==> src/csf_defines.vh <==
// Register offsets, field positions, reset values and timing counts for the carrier sense and freeze block
`ifndef CSF_DEFINES_VH
`define CSF_DEFINES_VH
`define CSF_OFF_CONFIG      8'h11
`define CSF_OFF_STATUS      8'h20
`define CSF_OFF_IRQ_STATUS  8'h21
`define CSF_OFF_IRQ_MASK    8'h22
`define CSF_OFF_DIVISOR     8'h23
`define CSF_CFG_RESET       8'h75
`define CSF_DIV_RESET       5'h00
`define CSF_MASK_RESET      3'h0
`define CSF_IRQ_RESET       3'h0
`define CSF_F_SETCNT_HI     7
`define CSF_F_SETCNT_LO     6
`define CSF_F_CLRCNT        5
`define CSF_F_WAIT_HI       4
`define CSF_F_WAIT_LO       2
`define CSF_F_EXTRA_HI      1
`define CSF_F_EXTRA_LO      0
`define CSF_WAIT_FOREVER    3'h7
`define CSF_WAIT_LEN0       6'h10
`define CSF_WAIT_LEN1       6'h14
`define CSF_WAIT_LEN2       6'h18
`define CSF_WAIT_LEN3       6'h1C
`define CSF_WAIT_LEN4       6'h20
`define CSF_WAIT_LEN5       6'h28
`define CSF_WAIT_LEN6       6'h30
`define CSF_EXTRA_BASE      8'h10
`define CSF_BASE_DIV        16'h0010
`define CSF_ADC_DIV         16'h0008
`define CSF_IRQ_CS_ON       0
`define CSF_IRQ_CS_OFF      1
`define CSF_IRQ_FRZ_DONE    2
`endif

==> src/csf_sync3.v <==
// Three flip-flop input synchroniser with agreement check
`timescale 1ns/100ps
`default_nettype none
module csf_sync3
(
  input  wire mclk,
  input  wire rst,
  input  wire din,
  output reg  dout
);
  reg s1;
  reg s2;
  reg s3;

  // Stage chain; output moves only when the second and third stage agree
  always @(posedge mclk or posedge rst)
  begin
    if (rst)
    begin
      s1   <= 1'b0;
      s2   <= 1'b0;
      s3   <= 1'b0;
      dout <= 1'b0;
    end
    else
    begin
      s1 <= din;
      s2 <= s1;
      s3 <= s2;
      if (s2 == s3)
        dout <= s3;
    end
  end
endmodule // csf_sync3
`default_nettype wire

==> src/csf_tick_div.v <==
// Programmable tick generator: one pulse every divisor cycles
`timescale 1ns/100ps
`default_nettype none
module csf_tick_div
#(
  parameter WIDTH = 16
)
(
  input  wire             mclk,
  input  wire             rst,
  input  wire [WIDTH-1:0] divisor,
  output reg              tick
);
  reg [WIDTH-1:0] count;

  // Counts down from divisor-1, pulses at zero
  always @(posedge mclk or posedge rst)
  begin
    if (rst)
    begin
      count <= {WIDTH{1'b0}};
      tick  <= 1'b0;
    end
    else if (count == {WIDTH{1'b0}})
    begin
      count <= divisor - {{(WIDTH-1){1'b0}}, 1'b1};
      tick  <= 1'b1;
    end
    else
    begin
      count <= count - {{(WIDTH-1){1'b0}}, 1'b1};
      tick  <= 1'b0;
    end
  end
endmodule // csf_tick_div
`default_nettype wire

==> src/csf_carrier_freeze.v <==
// Carrier sense qualifier and post-event level freeze controller
// What this block does
// - Carrier sense asserts after assert-count plus one consecutive samples at or above level
// - Carrier sense clears after one or two consecutive samples below level
// - Freeze gain, sync, frequency and strength levels after channel switch, unlock, power-up
// - Wait codes 0 to 6 give 16,20,24,28,32,40,48 filter clocks
// - Wait code 7 holds levels frozen indefinitely
// - Extra freeze of 16,32,64,128 converter clock periods follows
// - Filter clock rate is base rate divided by decimation divisor plus one
//
// The plain strobed port is this design's own decision.
`timescale 1ns/100ps
`default_nettype none
`include "csf_defines.vh"
module csf_carrier_freeze
#(
  parameter BASE_DIV = `CSF_BASE_DIV,
  parameter ADC_DIV  = `CSF_ADC_DIV
)
(
  input  wire       mclk,
  input  wire       rst,
  input  wire [7:0] regAddr,
  input  wire [7:0] regWrData,
  input  wire       regWr,
  input  wire       regRd,
  output reg  [7:0] regRdData,
  input  wire       sampleValid,
  input  wire       sampleAbove,
  input  wire       chanSwitch,
  input  wire       pllUnlock,
  input  wire       rxPowerUp,
  output reg        carrierSense,
  output reg        freezeLevels,
  output reg        irq
);
  // Configuration and control registers
  reg  [7:0] carrier_sense_and_freeze_config;
  reg  [4:0] decimation_divisor;
  reg  [2:0] irqStatus;
  reg  [2:0] irqMask;
  // Carrier sense state
  reg  [1:0] aboveRun;
  reg        belowRun;
  // Freeze state
  reg  [1:0] phase;
  reg  [5:0] waitCnt;
  reg  [7:0] extraCnt;
  reg  [2:0] trigSeen;
  // Event pulses
  reg        csOnEv;
  reg        csOffEv;
  reg        frzDoneEv;
  // Synchronised trigger levels
  wire       syncSwitch;
  wire       syncUnlock;
  wire       syncPowerUp;
  wire       filterTick;
  wire       adcTick;
  wire [1:0] setCnt;
  wire       clrCnt;
  wire [2:0] waitCode;
  wire [1:0] extraCode;
  wire       trigger;
  reg  [5:0] waitLen;
  reg  [7:0] extraLen;
  reg  [15:0] filterDiv;

  localparam PH_IDLE  = 2'h0;
  localparam PH_WAIT  = 2'h1;
  localparam PH_EXTRA = 2'h2;
  localparam PH_HOLD  = 2'h3;

  assign setCnt    = carrier_sense_and_freeze_config[`CSF_F_SETCNT_HI:`CSF_F_SETCNT_LO];
  assign clrCnt    = carrier_sense_and_freeze_config[`CSF_F_CLRCNT];
  assign waitCode  = carrier_sense_and_freeze_config[`CSF_F_WAIT_HI:`CSF_F_WAIT_LO];
  assign extraCode = carrier_sense_and_freeze_config[`CSF_F_EXTRA_HI:`CSF_F_EXTRA_LO];

  // Trigger inputs arrive from other clock domains
  csf_sync3 uSyncSwitch
  (
    .mclk (mclk),
    .rst  (rst),
    .din  (chanSwitch),
    .dout (syncSwitch)
  );
  csf_sync3 uSyncUnlock
  (
    .mclk (mclk),
    .rst  (rst),
    .din  (pllUnlock),
    .dout (syncUnlock)
  );
  csf_sync3 uSyncPowerUp
  (
    .mclk (mclk),
    .rst  (rst),
    .din  (rxPowerUp),
    .dout (syncPowerUp)
  );

  // Filter clock period scales with the decimation divisor
  always @*
  begin
    filterDiv = BASE_DIV[15:0] * {11'h000, decimation_divisor + 5'h01};
    if (decimation_divisor == 5'h1F)
      filterDiv = BASE_DIV[15:0] * 16'h0020;
  end

  csf_tick_div #(.WIDTH(16)) uFilterTick
  (
    .mclk    (mclk),
    .rst     (rst),
    .divisor (filterDiv),
    .tick    (filterTick)
  );
  csf_tick_div #(.WIDTH(16)) uAdcTick
  (
    .mclk    (mclk),
    .rst     (rst),
    .divisor (ADC_DIV[15:0]),
    .tick    (adcTick)
  );

  // Rising edge of any synchronised trigger level
  assign trigger = (syncSwitch & ~trigSeen[0]) | (syncUnlock & ~trigSeen[1]) | (syncPowerUp & ~trigSeen[2]);

  // Phase lengths from the configuration codes
  always @*
  begin
    case (waitCode)
      3'h0:    waitLen = `CSF_WAIT_LEN0;
      3'h1:    waitLen = `CSF_WAIT_LEN1;
      3'h2:    waitLen = `CSF_WAIT_LEN2;
      3'h3:    waitLen = `CSF_WAIT_LEN3;
      3'h4:    waitLen = `CSF_WAIT_LEN4;
      3'h5:    waitLen = `CSF_WAIT_LEN5;
      3'h6:    waitLen = `CSF_WAIT_LEN6;
      default: waitLen = `CSF_WAIT_LEN6;
    endcase
    extraLen = `CSF_EXTRA_BASE << extraCode;
  end

  // Carrier sense run counters
  always @(posedge mclk or posedge rst)
  begin
    if (rst)
    begin
      aboveRun     <= 2'h0;
      belowRun     <= 1'b0;
      carrierSense <= 1'b0;
      csOnEv       <= 1'b0;
      csOffEv      <= 1'b0;
    end
    else
    begin
      csOnEv  <= 1'b0;
      csOffEv <= 1'b0;
      if (sampleValid)
      begin
        if (sampleAbove)
        begin
          belowRun <= 1'b0;
          if (!carrierSense)
          begin
            if (aboveRun == setCnt)
            begin
              carrierSense <= 1'b1;
              csOnEv       <= 1'b1;
              aboveRun     <= 2'h0;
            end
            else
              aboveRun <= aboveRun + 2'h1;
          end
        end
        else
        begin
          aboveRun <= 2'h0;
          if (carrierSense)
          begin
            if (belowRun == clrCnt)
            begin
              carrierSense <= 1'b0;
              csOffEv      <= 1'b1;
              belowRun     <= 1'b0;
            end
            else
              belowRun <= 1'b1;
          end
        end
      end
    end
  end

  // Freeze sequencer: wait phase in filter clocks, then extra phase in converter clocks
  always @(posedge mclk or posedge rst)
  begin
    if (rst)
    begin
      phase        <= PH_IDLE;
      waitCnt      <= 6'h00;
      extraCnt     <= 8'h00;
      freezeLevels <= 1'b0;
      frzDoneEv    <= 1'b0;
      trigSeen     <= 3'h0;
    end
    else
    begin
      trigSeen  <= {syncPowerUp, syncUnlock, syncSwitch};
      frzDoneEv <= 1'b0;
      if (waitCode == `CSF_WAIT_FOREVER)
      begin
        phase        <= PH_HOLD;
        freezeLevels <= 1'b1;
      end
      else if (trigger)
      begin
        phase        <= PH_WAIT;
        waitCnt      <= 6'h00;
        extraCnt     <= 8'h00;
        freezeLevels <= 1'b1;
      end
      else
      begin
        case (phase)
          PH_WAIT:
          begin
            if (filterTick)
            begin
              if (waitCnt + 6'h01 >= waitLen)
                phase <= PH_EXTRA;
              waitCnt <= waitCnt + 6'h01;
            end
          end
          PH_EXTRA:
          begin
            if (adcTick)
            begin
              if (extraCnt + 8'h01 >= extraLen)
              begin
                phase        <= PH_IDLE;
                freezeLevels <= 1'b0;
                frzDoneEv    <= 1'b1;
              end
              extraCnt <= extraCnt + 8'h01;
            end
          end
          PH_HOLD:
          begin
            phase        <= PH_IDLE;
            freezeLevels <= 1'b0;
            frzDoneEv    <= 1'b1;
          end
          default:
            freezeLevels <= 1'b0;
        endcase
      end
    end
  end

  // Register writes; sticky status set wins over write-one clear
  always @(posedge mclk or posedge rst)
  begin
    if (rst)
    begin
      carrier_sense_and_freeze_config <= `CSF_CFG_RESET;
      decimation_divisor <= `CSF_DIV_RESET;
      irqMask            <= `CSF_MASK_RESET;
      irqStatus          <= `CSF_IRQ_RESET;
    end
    else
    begin
      if (regWr && regAddr == `CSF_OFF_CONFIG)
        carrier_sense_and_freeze_config <= regWrData;
      if (regWr && regAddr == `CSF_OFF_DIVISOR)
        decimation_divisor <= regWrData[4:0];
      if (regWr && regAddr == `CSF_OFF_IRQ_MASK)
        irqMask <= regWrData[2:0];
      irqStatus <= ((regWr && regAddr == `CSF_OFF_IRQ_STATUS) ? (irqStatus & ~regWrData[2:0]) : irqStatus)
                   | {frzDoneEv, csOffEv, csOnEv};
    end
  end

  // Read data one cycle after the strobe; unmapped reads return zero
  always @(posedge mclk or posedge rst)
  begin
    if (rst)
    begin
      regRdData <= 8'h00;
      irq       <= 1'b0;
    end
    else
    begin
      irq       <= |(irqStatus & irqMask);
      regRdData <= 8'h00;
      if (regRd)
      begin
        case (regAddr)
          `CSF_OFF_CONFIG:     regRdData <= carrier_sense_and_freeze_config;
          `CSF_OFF_STATUS:     regRdData <= {4'h0, phase, freezeLevels, carrierSense};
          `CSF_OFF_IRQ_STATUS: regRdData <= {5'h00, irqStatus};
          `CSF_OFF_IRQ_MASK:   regRdData <= {5'h00, irqMask};
          `CSF_OFF_DIVISOR:    regRdData <= {3'h0, decimation_divisor};
          default:             regRdData <= 8'h00;
        endcase
      end
    end
  end
endmodule // csf_carrier_freeze
`default_nettype wire

==> config.mk <==
export PLATFORM = sky130hd
export DESIGN_NAME = csf_carrier_freeze
export DESIGN_NICKNAME = d
export VERILOG_FILES = /design/src/csf_sync3.v /design/src/csf_tick_div.v /design/src/csf_carrier_freeze.v
export VERILOG_INCLUDE_DIRS = /design/src /design/src/src
export SDC_FILE = /design/constraint.sdc
export NUM_CORES = 1
export LEC_CHECK = 0
export CAP_MARGIN = 10
export CORE_AREA = 8 8 99 101
export DETAILED_ROUTE_END_ITERATION = 10
export DIE_AREA = 0 0 107 109
export DONT_BUFFER_PORTS = 1
export GPL_ROUTABILITY_DRIVEN = 1
export PLACE_DENSITY = 0.81
export REMOVE_ABC_BUFFERS = 1
export SYNTH_ARGS = -nofsm -noshare
export SYNTH_HDL_FRONTEND = slang
export SYNTH_SLANG_ARGS = --single-unit
==> constraint.sdc <==
create_clock -name mclk -period 7.1 [get_ports mclk]
set_clock_uncertainty 0.05 [all_clocks]
set_input_delay 0.355 -clock mclk [delete_from_list [all_inputs] [get_ports mclk]]
set_output_delay 0.355 -clock mclk [all_outputs]
set_load 0.05 [all_outputs]
Word-level counts from Yosys, hierarchy flattened. Index checks and enable logic that the tools add are counted.

$add $sub $neg: 7. Order comparisons: 2. Equality and inequality tests: 26. Shifts and indexed selects: 1. Multiplexer cells: 49. Bitwise operators: 13. Reductions and logical operators: 20.

Operators with widths (count): case mux 8 bit (5 select lines) (1); case mux 6 bit (6 select lines) (1); == test 8 x 6 -> 1 bit (second input constant) (4); zero test 16 bit (2); two-way mux 16 bit (2); two-way mux 8 bit (4); subtractor 16 x 1 -> 16 bit (second input constant) (2); two-way mux 1 bit (24); two-way mux 2 bit (9); two-way mux 6 bit (3); subtractor 10 x 1 -> 11 bit (second input constant) (1); two-way mux 10 bit (1); nonzero test 2 bit (5); == test 3 bit (second input constant) (3); AND reduction 3 bit (3); adder 8 x 1 -> 8 bit (second input constant) (1); == test 8 x 5 -> 1 bit (second input constant) (1); >= comparator 8 bit (1); inequality test 4 x 3 -> 1 bit (second input constant) (2); inequality test 4 bit (second input constant) (2); << shifter 5 x 2 -> 8 bit (first input constant) (1); adder 6 x 1 -> 6 bit (second input constant) (1); bitwise AND 3 bit (2); == test 3 x 2 -> 1 bit (second input constant) (2); other kinds (25) (40).

Flip-flop bits (word level): 101. Bits of input ports: 25. Output and inout port bits: 11. Word-level logic and storage cells: 151.

Longest topological paths before layout.
Depth in word-level cells: 8. Gate-level depth with buffers: 9. Depth with buffers taken out: 9.

By module. From an unflattened synthesis, not the netlist that was laid out.

Cells, all modules: 564. Area, all modules: 5720.5 um2.

By module, submodules not included: csf_carrier_freeze (instances 1, cells each 265, area an instance 2921.6 um2, sequential area each 1382.6 um2); csf_tick_div (uAdcTick) (instances 1, cells each 139, area an instance 1227.4 um2, sequential area each 425.4 um2); csf_tick_div (uFilterTick) (instances 1, cells each 142, area an instance 1226.2 um2, sequential area each 425.4 um2); csf_sync3 (instances 3, cells each 6, area an instance 115.1 um2, sequential area each 100.1 um2).

Worst setup path before layout. OpenSTA, ideal clock, no wires.

Path type: register to register. Start point: register extraCnt[0]. End point: register phase[1]. Setup time: 84 ps. Data arrival time: 2072 ps. Required time: 6966 ps. Path slack: 4894 ps. Stages on the path, launching flop included: 10. Buffers on the path: 0. Clock period less this slack: 2206 ps. Cells stage by stage: dfrtp_1 > ha_1 > nand3_1 > xnor2_1 > ha_1 > o21ai_0 > a211oi_1 > a2111oi_0 > o22ai_1 > o21ai_0.

Cells in the longest elaborated chain, start to end: 4.

Ends and longest elaborated chain: start: declaration (line csf_carrier_freeze.v:48) `reg [7:0] extraCnt;`; start signal: assignment (line csf_carrier_freeze.v:245) `extraCnt <= extraCnt + 8'h01;`; adder 8 x 1 -> 8 bit (line csf_carrier_freeze.v:239) `if (extraCnt + 8'h01 >= extraLen)`; >= comparator 8 bit (line csf_carrier_freeze.v:239); inequality test 4 bit (no line); AND reduction 5 bit (no line); end signal: assignment (line csf_carrier_freeze.v:231) `phase <= PH_EXTRA;`; end signal: assignment (line csf_carrier_freeze.v:241) `phase <= PH_IDLE;`; end signal: assignment (line csf_carrier_freeze.v:250) `phase <= PH_IDLE;`; end: declaration (line csf_carrier_freeze.v:46) `reg [1:0] phase;`.

No other way between the ends. A chain may end at the register's enable or synchronous reset.

Final worst setup path.
Start point: register uFilterTick.count[3]. End point: register uFilterTick.count[14].

Cells in the longest elaborated chain, start to end: 2. Elaborated cells on any way between the ends: 3. Classes of those cells: add/sub: 1; mux: 1; reduce/logical: 1.

Ends and longest elaborated chain: start: declaration (line csf_tick_div.v:14) `reg [WIDTH-1:0] count;`; start signal: assignment (line csf_tick_div.v:21) `count <= {WIDTH{1'b0}};`; start signal: assignment (line csf_tick_div.v:26) `count <= divisor - {{(WIDTH-1){1'b0}}, 1'b1};`; start signal: assignment (line csf_tick_div.v:31) `count <= count - {{(WIDTH-1){1'b0}}, 1'b1};`; subtractor 16 x 1 -> 16 bit / zero test 16 bit (equally long branches) (line csf_tick_div.v:31, csf_tick_div.v:24); two-way mux 16 bit * (line csf_tick_div.v:24) `else if (count == {WIDTH{1'b0}})`.

Every way passes the cells marked *; elsewhere a longest branch is shown, timed or not.

==> flow_summary.yaml <==
timing:
  setup_viol: 0
  relSlewSlack_pct: 25.1
  slew_viol_final: 0
  finalHoldViolCount: 0
  fmax_mhz: 339
  tightest_slew_ns: 1.11
  setup_slack_ns: 4.15
  rsz0062_at_grt: "no"
  fin_crit_ns: 2.95
  fin_crit_sh_pct: 41.5
  tns_ns: 0
final_layout:
  fin_nets: 499
  multi_input_area_um2: 2180
  regArea_um2: 2530
  utilization_pct: 62.1
  layout-drive-gt1-share_pct: 10.8
  nFillCells: 671
  final_cell_mix: "dfrtp_1 (96), nand2_1 (36), nor2_1 (30)"
  num_antenna_cells: 0
  layout_commonest_cell: "dfrtp_1"
  area_delta_synth_final_pct: 7.95
worst_setup_path:
  crit_fanout: 22
  required_ns: 7.26
  path_class: "register to register"
  end_kind: "register"
  critPathLaunchType: "register"
  arrival_ns: 3.11
worst_hold_path:
  hp-class: "input port to register"
floorplanning:
  die_area_um2: 11700
  fp-row-count: 34
  core_area_um2: 8380
  ioPinCount: 36
  start_util_pct: 57.5
  die_y_um: 109
  die_x_um: 107
power:
  combPwrFrac_pct: 10.2
  p_sw_uw: 331
  p_leak_uw: 0.00242
  power_frac_clock_pct: 32.9
  intPower_uw: 850
  seqPwrFrac_pct: 56.9
  p_sw_share_pct: 28.0
  ir_drop_uv: 139
  powerDensity_nw_per_um2: 227
placed_design:
  gp_congestion: 0.824
  dp_hpwl_um: 6450
  pre_cts_ws_ns: 4.21
  port_buffers: 0
clock_tree:
  clkTransAtPathRegs_ns: 0.11
  htree_levels: 3
  cts_tree: "done"
  cts.path.max_buffers: 2
  cts_sinks: 101
  insertion_delay_ns: 0.37
  post-cts-setup-buffer-count: 0
  cts_root_buf: "clkbuf_8"
  cts_buffers: 9
run:
  maxCapViolations: 0
global_routing:
  grt_max_degree: 74
  antenna_found_initial: 0
  grt_overflow_total: 0
  grt_pass1_wl_um: 15600
  grtUsageTotal_pct: 16.8
  grt_pass1_vias: 3330
logic_synthesis:
  syn-instance-count: 446
  synth_top_area_share_pct: 49.9
  async_flop_share_pct: 100
  syn_area_per_cell_um2: 10.8
  synth_seq_cells: 101
  ys_warn_count: 0
  synth_area_leaders: "dfrtp_1 (50%), ha_1 (4.7%), xnor2_1 (4.5%)"
  ys_types: 51
  synth-main-ff-cell: "dfrtp_1"
  syn_area_um2: 4820
  seq_area_frac_synth_pct: 52.6
  yosysTopAreaCell: "dfrtp_1"
  synth_edf_count: 0
detailed_routing:
  dr.pass1.iters: 5
  viasPerCell: 5.80
  postRouteAntennaNets: 0
  drt_iter0_markers: 190
  wire_per_inst_um: 16.1
  drcViolationCount: 0
  totalWireLength_um: 9180
  vias: 3303
outcome:
  status: "finished, final reports clean"
[worst paths after layout]
kind                                               to                 start  slack, ns  cells after the start
worst max-delay path            uFilterTick.count[14]  uFilterTick.count[3]       4.15                      5
worst min-delay path                      aboveRun[1]           sampleValid       0.04                      1
worst max register to register  uFilterTick.count[14]  uFilterTick.count[3]       4.15                      5
worst min register to register         uSyncSwitch.s2        uSyncSwitch.s1       0.31                      0
max in group asynchronous        uFilterTick.count[5]                   rst       5.40                      3
min in group asynchronous                 trigSeen[0]                   rst       0.37                      2
[layout make-up]
class	count	share of cell area, %
Clock buffer	9	2.38
Multi-Input combinational cell	317	41.8
Timing Repair Buffer	7	1.30
Sequential cell	101	48.7
Clock inverter	7	1.68
Tap cell	108	2.60
Inverter	20	1.49
[cells in the mapped netlist, types with 2 or more instances]
| library cell | count |
|---|---|
| dfrtp_1 | 96 |
| nand2_1 | 36 |
| nor2_1 | 30 |
| xnor2_1 | 25 |
| a21oi_1 | 24 |
| o21ai_0 | 23 |
| inv_1 | 20 |
| ha_1 | 18 |
| mux2_2 | 18 |
| nand3_1 | 15 |
| xor2_1 | 13 |
| and3_1 | 11 |
| nand2b_1 | 11 |
| nor3_1 | 11 |
| a32o_1 | 9 |
| nor2b_1 | 8 |
| clkbuf_1 | 7 |
| nor4_1 | 7 |
| a222oi_1 | 5 |
| dfstp_2 | 5 |
| a21o_1 | 4 |
| a22o_1 | 3 |
| and2_1 | 3 |
| maj3_1 | 3 |
| nor3b_1 | 3 |
| o22ai_1 | 3 |
| or3_1 | 3 |
| a211oi_1 | 2 |
| nand3b_1 | 2 |
| o21a_1 | 2 |
| o21ai_1 | 2 |
| o221ai_1 | 2 |
| or3_4 | 2 |
| or4_1 | 2 |
| or4_4 | 2 |
[per-stage QoR]
step	cells	hold slack, ns	instance area (um^2)	total power [uW]
finish	569	0.0364	5200	1180
global route	569	0.00564	5200	1240
floorplan	438	0.281	4780	768
detailed placement	547	0.174	4930	800
global placement	547	0.167	4930	792
CTS	568	0.00111	5190	1190
[sequential cells by signal (all words and copies together) (netlist names), 2 cells and up]
name / count
aboveRun: 2
extraCnt: 8
carrier_sense_and_freeze_config: 8
regRdData: 8
uAdcTick.count: 16
waitCnt: 6
decimation_divisor: 5
irqStatus: 3
trigSeen: 3
uFilterTick.count: 16
phase: 2
irqMask: 3
[kinds of logic after synthesis]
| logic type | after synthesis | share of synthesized area, % |
|---|---|---|
| AO/OA/AOI/OAI | 85 | 11.6 |
| flip-flops | 101 | 52.6 |
| AND/OR/NAND/NOR | 154 | 17.0 |
| multiplexers | 19 | 4.41 |
| buffers and inverters | 28 | 2.26 |
| adder cells (fa/ha/maj) | 21 | 5.30 |
| XOR/XNOR | 38 | 6.91 |
[metal layers]
metal | GRT usage (%) | vias to the layer above | routed length [um]
met3 | 4.20 | 21 | 346
met5 | 0 | - | 0
li1 | - | 1605 | -
met1 | 19.9 | 1624 | 3950
met4 | 8.24 | 0 | 247
met2 | 28.1 | 53 | 4630
[worst max-delay path, cell delays in order, from the launching register on]
cell and delay, ns:
dfrtp_1 0.44, or4_4 0.57, nor4_1 0.28, nand4b_1 0.74, a21oi_1 0.61, a21oi_1 0.10
[power by group through the flow]
stage	logic, uW	clock network (uW)	registers (uW)
final	120	389	671
after global routing	138	423	677
after CTS	121	401	671
after detailed placement	118	0	682
after global placement	113	0	678
after floorplan	97.7	0	670
[what timing repair did]
| action | 4_1_cts | 5_1_grt |
|---|---|---|
| gates resized for setup | 0 | 0 |
| hold endpoints to repair | 32 | 1 |
| hold buffers | 5 | 1 |
Note: power is estimated with default switching activity, not from simulation.
